File: config.mk
export PLATFORM = sky130hd
export DESIGN_NAME = ccd_counter_daisy
export DESIGN_NICKNAME = d
export VERILOG_FILES = /design/src/ccd_counter_daisy.v
export VERILOG_INCLUDE_DIRS = /design/src
export SDC_FILE = /design/constraint.sdc
export NUM_CORES = 1
export LEC_CHECK = 0
export BUFFER_PORTS_ARGS = -buffer_cell sky130_fd_sc_hd__buf_2
export CORE_ASPECT_RATIO = 0.5
export CORE_MARGIN = 1
export CORE_UTILIZATION = 35
export CTS_CLUSTER_DIAMETER = 200
export DETAILED_ROUTE_END_ITERATION = 7
export GPL_ROUTABILITY_DRIVEN = 1
export PLACE_DENSITY = 0.56
export SLEW_MARGIN = 20
export SYNTH_ARGS = -nofsm -noshare
export SYNTH_HDL_FRONTEND = slang
export SYNTH_SLANG_ARGS = --single-unit
File: constraint.sdc
create_clock -name sys_clk_i -period 4.9 [get_ports sys_clk_i]
set_clock_uncertainty 0.05 [all_clocks]
set_input_delay 0.49 -clock sys_clk_i [delete_from_list [all_inputs] [get_ports sys_clk_i]]
set_output_delay 0.49 -clock sys_clk_i [all_outputs]
set_load 0.02 [all_outputs]
File: src/ccd_map.vh
// Constant map for the counter channel daisy-chain interrupt block.
`ifndef CCD_MAP_VH
`define CCD_MAP_VH
`define CCD_OP_PREFIX   8'hED
`define CCD_OP_RETURN   8'h4D
`define CCD_CNT_W       8
`define CCD_CNT_ONE     8'h01
`define CCD_CNT_ZERO    8'h00
`define CCD_VEC_BASE_W  5
`define CCD_NCH         4
`endif

File: src/ccd_counter_daisy.v
// Four-channel down-counter with daisy-chained vectored interrupt logic.
`timescale 1ns/100ps
`include "ccd_map.vh"
//
// Overview of operation
// - Trigger edge decrements counter, clock synchronised.
// - Late trigger edge counts one cycle later.
// - Zero-count pulse follows clock edge reaching zero.
// - Channel 0 highest priority, channel 3 lowest.
// - Service blocks lower channels, allows higher ones.
// - Enabled channel requests interrupt on each zero outside cycle-one.
// - Acknowledge answers only with chain input high.
// - Vector: five programmed bits, channel, zero.
// - Requests frozen while cycle-one is active.
// - Vector driven when I/O request falls.
// - Snoop fetches for two-byte return code.
// - Prefix byte arms return-code check for the next fetch.
// - Return byte releases serviced channel, chain reopens.
// - Chain output high only if input high, idle.
// - I/O request with cycle-one means acknowledge.
// - Open-drain request low while enabled zero pending and not blocked by service.
// - Reset stops counts, clears pending and service, outputs idle.
module ccd_counter_daisy #(
  parameter NCH   = `CCD_NCH,
  parameter CNT_W = `CCD_CNT_W
) (
  // Clock and reset
  input  wire              sys_clk_i,
  input  wire              rst_n_i,
  // Channel configuration and counting
  input  wire [NCH-1:0]    ext_count_trigger_i,
  input  wire [NCH-1:0]    trig_rising_i,
  input  wire [NCH-1:0]    count_run_i,
  input  wire [NCH-1:0]    irq_enable_i,
  input  wire [NCH-1:0]    load_i,
  input  wire [CNT_W-1:0]  time_const_i,
  input  wire [4:0]        vector_base_i,
  output reg  [NCH-1:0]    zero_count_pulse_o,
  // CPU bus
  input  wire              cpu_cycle_one_n_i,
  input  wire              io_request_n_i,
  input  wire              read_n_i,
  input  wire [7:0]        data_i,
  output reg  [7:0]        data_o,
  output reg               data_oe_o,
  // Interrupt and daisy chain
  output wire              int_n_o,
  output wire              int_oe_o,
  input  wire              chain_enable_in_i,
  output wire              chain_enable_out_o
);

  reg rst_s1;
  reg rst_s2;
  always @(posedge sys_clk_i or negedge rst_n_i) begin
    if (!rst_n_i) begin
      rst_s1 <= 1'b0;
      rst_s2 <= 1'b0;
    end else begin
      rst_s1 <= 1'b1;
      rst_s2 <= rst_s1;
    end
  end
  wire rst_n = rst_s2;

  // Two-flop synchronisers for asynchronous pins.
  // No logic sits in front of the first flop; the trigger polarity is applied
  // only after the second flop, so a metastable first stage is never decoded.
  reg [NCH-1:0] trg_s1;
  reg [NCH-1:0] trg_s2;
  reg [NCH-1:0] trg_s3;
  reg [7:0]     data_s1;
  reg [7:0]     data_s2;
  reg [2:0]     m1_s;
  reg [2:0]     io_request_n_s;
  reg [1:0]     rd_s;
  reg [1:0]     iei_s;
  always @(posedge sys_clk_i or negedge rst_n) begin
    if (!rst_n) begin
      trg_s1 <= {NCH{1'b0}};
      trg_s2 <= {NCH{1'b0}};
      trg_s3 <= {NCH{1'b0}};
      m1_s   <= 3'h7;
      io_request_n_s <= 3'h7;
      rd_s   <= 2'h3;
      iei_s  <= 2'h0;
      data_s1 <= 8'h00;
      data_s2 <= 8'h00;
    end else begin
      trg_s1 <= ext_count_trigger_i;
      trg_s2 <= trg_s1;
      trg_s3 <= trg_s2;
      m1_s   <= {m1_s[1:0], cpu_cycle_one_n_i};
      io_request_n_s <= {io_request_n_s[1:0], io_request_n_i};
      rd_s   <= {rd_s[0], read_n_i};
      iei_s  <= {iei_s[0], chain_enable_in_i};
      data_s1 <= data_i;
      data_s2 <= data_s1;
    end
  end

  // The opcode bus must still hold the fetched byte at the first clock after the
  // cycle-one strobe returns high, because the byte is taken from the
  // synchronised copy at the same edge on which the strobe end is seen.

  wire m1_act   = ~m1_s[1];
  wire io_request_n_act = ~io_request_n_s[1];
  wire rd_act   = ~rd_s[1];
  wire chain_enable_in      = iei_s[1];
  // Acknowledge starts on falling edge of synced I/O request with cycle-one.
  wire ack_go   = m1_act & io_request_n_act & io_request_n_s[2] & ~rd_act;
  // Fetch byte captured when cycle-one ends with I/O request inactive.
  wire fetch_go = ~m1_s[2] & m1_s[1] & ~io_request_n_act;

  // Channel counters.
  reg  [CNT_W-1:0] cnt [0:NCH-1];
  reg  [NCH-1:0]   pend;
  reg  [NCH-1:0]   serv;
  wire [NCH-1:0]   hit;
  genvar g;
  generate
    for (g = 0; g < NCH; g = g + 1) begin : g_ch
      // A late edge is simply seen one synchroniser cycle later.
      // Levels are turned so that the active edge always reads as a rise.
      wire lvl_now   = trg_s2[g] ^ ~trig_rising_i[g];
      wire lvl_prev  = trg_s3[g] ^ ~trig_rising_i[g];
      wire edge_seen = lvl_now & ~lvl_prev;
      assign hit[g] = count_run_i[g] & edge_seen & (cnt[g] == `CCD_CNT_ONE);
      always @(posedge sys_clk_i or negedge rst_n) begin
        if (!rst_n) begin
          cnt[g]                <= `CCD_CNT_ZERO;
          zero_count_pulse_o[g] <= 1'b0;
        end else begin
          zero_count_pulse_o[g] <= hit[g];
          if (load_i[g]) begin
            cnt[g] <= time_const_i;
          end else if (count_run_i[g] && edge_seen) begin
            cnt[g] <= hit[g] ? time_const_i : cnt[g] - `CCD_CNT_ONE;
          end
        end
      end
    end
  endgenerate

  // Priority: lowest index wins among a mask.
  function [NCH-1:0] ccd_first;
    input [NCH-1:0] v;
    integer k;
    reg found;
    begin
      ccd_first = {NCH{1'b0}};
      found = 1'b0;
      for (k = 0; k < NCH; k = k + 1) begin
        if (v[k] && !found) begin
          ccd_first[k] = 1'b1;
          found = 1'b1;
        end
      end
    end
  endfunction

  function [1:0] ccd_enc;
    input [NCH-1:0] oh;
    integer k;
    begin
      ccd_enc = 2'h0;
      for (k = 0; k < NCH; k = k + 1) begin
        if (oh[k]) ccd_enc = k[1:0];
      end
    end
  endfunction

  // Channels above the highest serviced one may still interrupt.
  // The serviced one-hot minus one marks every channel of higher priority;
  // with nothing in service the inversion opens all channels.
  // A request of lower priority stays pending and reappears once released.
  wire [NCH-1:0] serv_top = ccd_first(serv);
  wire [NCH-1:0] allow    = serv_top - {{(NCH-1){1'b0}}, |serv} ^ {NCH{~|serv}};
  wire [NCH-1:0] win      = ccd_first(pend & allow);
  wire           any_win  = |win;

  reg prefix_seen;
  // The return code releases only the highest-priority channel in service,
  // which is the one whose service routine ends first when nested.
  wire ret_go = fetch_go & prefix_seen & (data_s2 == `CCD_OP_RETURN);
  wire [NCH-1:0] rel = ret_go ? serv_top : {NCH{1'b0}};
  wire [NCH-1:0] grant = (ack_go && chain_enable_in && any_win) ? win : {NCH{1'b0}};

  always @(posedge sys_clk_i or negedge rst_n) begin
    if (!rst_n) begin
      pend        <= {NCH{1'b0}};
      serv        <= {NCH{1'b0}};
      prefix_seen <= 1'b0;
      data_o      <= 8'h00;
      data_oe_o   <= 1'b0;
    end else begin
      // Request status freezes during cycle-one; hits are then dropped.
      if (!m1_act) begin
        pend <= (pend | (hit & irq_enable_i)) & irq_enable_i;
      end else begin
        pend <= pend & ~grant;
      end
      serv <= (serv | grant) & ~rel;
      if (fetch_go) begin
        prefix_seen <= (data_s2 == `CCD_OP_PREFIX);
      end
      if (grant != {NCH{1'b0}}) begin
        data_o    <= {vector_base_i, ccd_enc(grant), 1'b0};
        data_oe_o <= 1'b1;
      end else if (!io_request_n_act) begin
        data_oe_o <= 1'b0;
      end
    end
  end

  // The request line is open drain: the pin value is always low and only the
  // enable decides whether this block pulls the shared line down.
  assign int_oe_o           = |(pend & allow);
  assign int_n_o            = 1'b0;
  assign chain_enable_out_o = chain_enable_in_i & ~|serv;
endmodule

==> flow_summary.yaml <==
worst_setup_path:
  slowest_stage: "or4b_4"
  critPathLaunchType: "flip-flop"
  critPathKind: "flip-flop to flip-flop"
  cp_max_fo: 6
  endpoint_kind: "flip-flop"
  cp.required_ns: 5.08
  slowest_delay_ns: 0.49
  worstPathArrival_ns: 2.44
  crit_chain: "inv_1 -> ha_1 -> or4b_4 -> a211oi_4 -> nor2_2 -> mux2_4 -> o22a_1"
synthesis:
  synth_flop_cell: "dfrtp_1"
  ys_ff_latch: 93
  ys_types: 60
  seq_area_frac_synth_pct: 55.4
  netlist_instances: 391
  syn_area_um2: 4220
  async_flop_share_pct: 100
  avgSynthCellArea_um2: 10.8
  ys_warn_count: 0
  synth-edff-count: 0
timing:
  worst_slew_pin_slew_ns: 0.946
  rsz0062_at_grt: "no"
  fin_crit_sh_pct: 46.2
  relSlewSlack_pct: 36.4
  finalHoldWorstSlack_ns: 0.191
  setup_viol: 0
  final.min_clock_period_ns: 2.27
  setup-tns-final_ns: 0
  finalMaxSlewViolations: 0
  max_freq_mhz: 441
  hold_viol: 0
placement:
  portBuffers: 60
  dp_hpwl_um: 6190
  placed_area_um2: 4690
  gp_congestion: 0.825
drt:
  wl_um: 8640
  vias: 3087
  drtAntennaViolNets: 0
  firstDrtPassIters: 4
  post-route-drc-count: 0
  via_per_inst: 4.97
  first_iter_violations: 171
  detail_route.wl_per_cell_um: 13.9
global_route:
  grt_overflow: 0
  grt_pass1_wl_um: 14500
  grt_pass1_vias: 2892
  grt_use_total_pct: 15.1
  grt_start_max_net_pins: 53
  antenna_found_initial: 0
pwr:
  cellLeakagePower_uw: 0.00227
  clkPwrFrac_pct: 38.8
  cellInternalPower_uw: 1280
  powerDensity_nw_per_um2: 355
  power_uw: 1780
  seqPwrFrac_pct: 50.1
  p_sw_uw: 494
  irDropWorstVdd_mv: 0.150
  power.share.switching_pct: 27.9
  p_comb_share_pct: 11.2
final_layout:
  final_layout_size_suffix_gt1_share_pct: 21.9
  area_growth_pct: 18.5
  final_nets: 512
  design_area_um2: 5000
  antenna_cells: 0
cts:
  numCtsBuffers: 9
  cts_sinks: 93
  path_clk_slew_ns: 0.07
  cts_max_level: 3
  clockBufferDepth: 2
  clk_latency_ns: 0.34
  cts_tree: "built"
  cts_root_buffer: "clkbuf_16"
floorplanning:
  dieArea_um2: 12500
  die_h_um: 79.7
  fp.coreArea_um2: 11400
  start_util_pct: 37.2
  die_x_um: 157
  ios: 63
  rows: 27
run_status:
  outcome: "finished, final reports clean"
worst_hold_path:
  hp-class: "input pin to flip-flop"
run:
  maxCapViolCount: 0
-- state kept, by name (all words and copies together), names as in the netlist --
name	count
data_o	7
zero_count_pulse_o	4
trg_s2	4
data_s1	8
trg_s1	4
rst_s1	1
cnt	32
trg_s3	4
pend	4
data_oe_o	1
serv	4
rst_n	1
io_request_n_s	3
data_s2	8
m1_s	3
rd_s	2
iei_s	2
prefix_seen	1
-- through the flow --
step	std cells	worst slack [ns]	util, %
finish	621	2.63	44.1
global route	621	2.52	44.1
CTS	621	2.63	44.1
floorplan	392	2.08	-
global placement	604	2.67	41.3
detailed placement	604	2.59	41.3
-- synth_stat cells (3+ instances only) --
library cell  instances  share of area [%]
dfrtp_1              85                 50
nand2_1              29                2.6
inv_1                26                2.3
o21ai_0              24                2.8
nor2_1               22                2.0
nor3_1               20                2.4
a21oi_1              16                1.9
a22oi_1              13                2.3
nand3_1              13                1.5
mux2i_1              11                2.6
dfstp_2               8                5.0
ha_1                  8                2.4
a221o_1               7                1.7
nand3b_1              7                1.2
nor2b_1               7                1.0
and3_1                6               0.89
nand2b_1              6               0.89
and2_1                5               0.74
mux2_2                5                1.3
nor4b_1               5                1.0
nand4_1               4               0.59
nand4b_1              4               0.83
nor3b_1               4               0.71
buf_4                 3               0.53
clkbuf_1              3               0.27
nand4bb_1             3               0.80
o31ai_1               3               0.53
or3_1                 3               0.44
-- critical path, delay by kind of cell (launching register included) --
kind	cells	cell delay, ns
AOI/OAI and AO/OA	2	0.51
adders and majority gates	1	0.14
buffers and inverters	1	0.09
DFF	1	0.40
muxes	1	0.32
and+or+nand+nor	2	0.64
-- cell usage in the layout (no fill, tap or decap), types with 5 or more instances in the layout --
master	n
and2_1	5
clkbuf_16	9
dfstp_2	8
o21ai_0	24
inv_1	26
a221o_1	7
nand2_1	29
mux2_2	5
nor2b_1	7
and3_1	6
nor2_1	22
ha_1	8
inv_8	5
mux2i_1	11
buf_2	60
nand3b_1	7
nor3_1	20
nor4b_1	5
a21oi_1	16
nand3_1	13
a22oi_1	13
dfrtp_1	84
nand2b_1	6
-- power groups by stage --
| stage | clock (uW) | combinational [uW] | sequential, uW |
|---|---|---|---|
| after floorplan | 0 | 140 | 891 |
| after global placement | 0 | 196 | 902 |
| after detailed placement | 0 | 199 | 903 |
| after CTS | 716 | 200 | 889 |
| after global routing | 748 | 228 | 900 |
| final | 688 | 198 | 888 |
-- worst paths after layout --
path	startpoint	to	slack, ns	cells past startpoint
max	cnt[25]	cnt[28]	2.63	7
min	io_request_n_i	io_request_n_s[0]	0.19	1
max reg2reg	cnt[25]	cnt[28]	2.63	7
min reg2reg	rst_n	trg_s1[0]	0.26	0
max in group asynchronous	rst_n	prefix_seen	3.50	1
min in group asynchronous	rst_n	trg_s1[0]	0.26	0
-- routing by layer --
| metal | up-vias | global-route usage, % | part of all wire, % |
|---|---|---|---|
| met5 | - | 0 | 0 |
| met2 | 50 | 23.6 | 45 |
| met4 | 0 | 4.66 | 1.0 |
| met3 | 9 | 3.91 | 4.0 |
| li1 | 1557 | - | - |
| met1 | 1471 | 20.6 | 50 |
-- layout make-up --
type / instances / area [um2]
clock inverter: 7 / 73.8
fill: 1113 / 6350
multi-input combinational: 265 / 1750
inverter: 26 / 97.6
timing repair buffer: 62 / 318
tap: 159 / 199
clock buffer: 9 / 225
sequential: 93 / 2340
-- cell families after synthesis --
logic type | after synthesis | synth area share (%)
and+or+nand+nor | 149 | 19.9
buffers and inverters | 34 | 3.35
AOI/OAI and AO/OA | 88 | 14.5
DFF | 93 | 55.4
other | 2 | 0.178
adders and majority gates | 8 | 2.37
muxes | 17 | 4.30
-- timing repair --
item | 4_1_cts | 5_1_grt
buffers inserted | 0 | 0
gates resized for setup | 0 | 0
hold endpoints to repair | 2 | 0
hold buffers | 1 | 0
No activity file was read; power rests on OpenSTA's default activity.
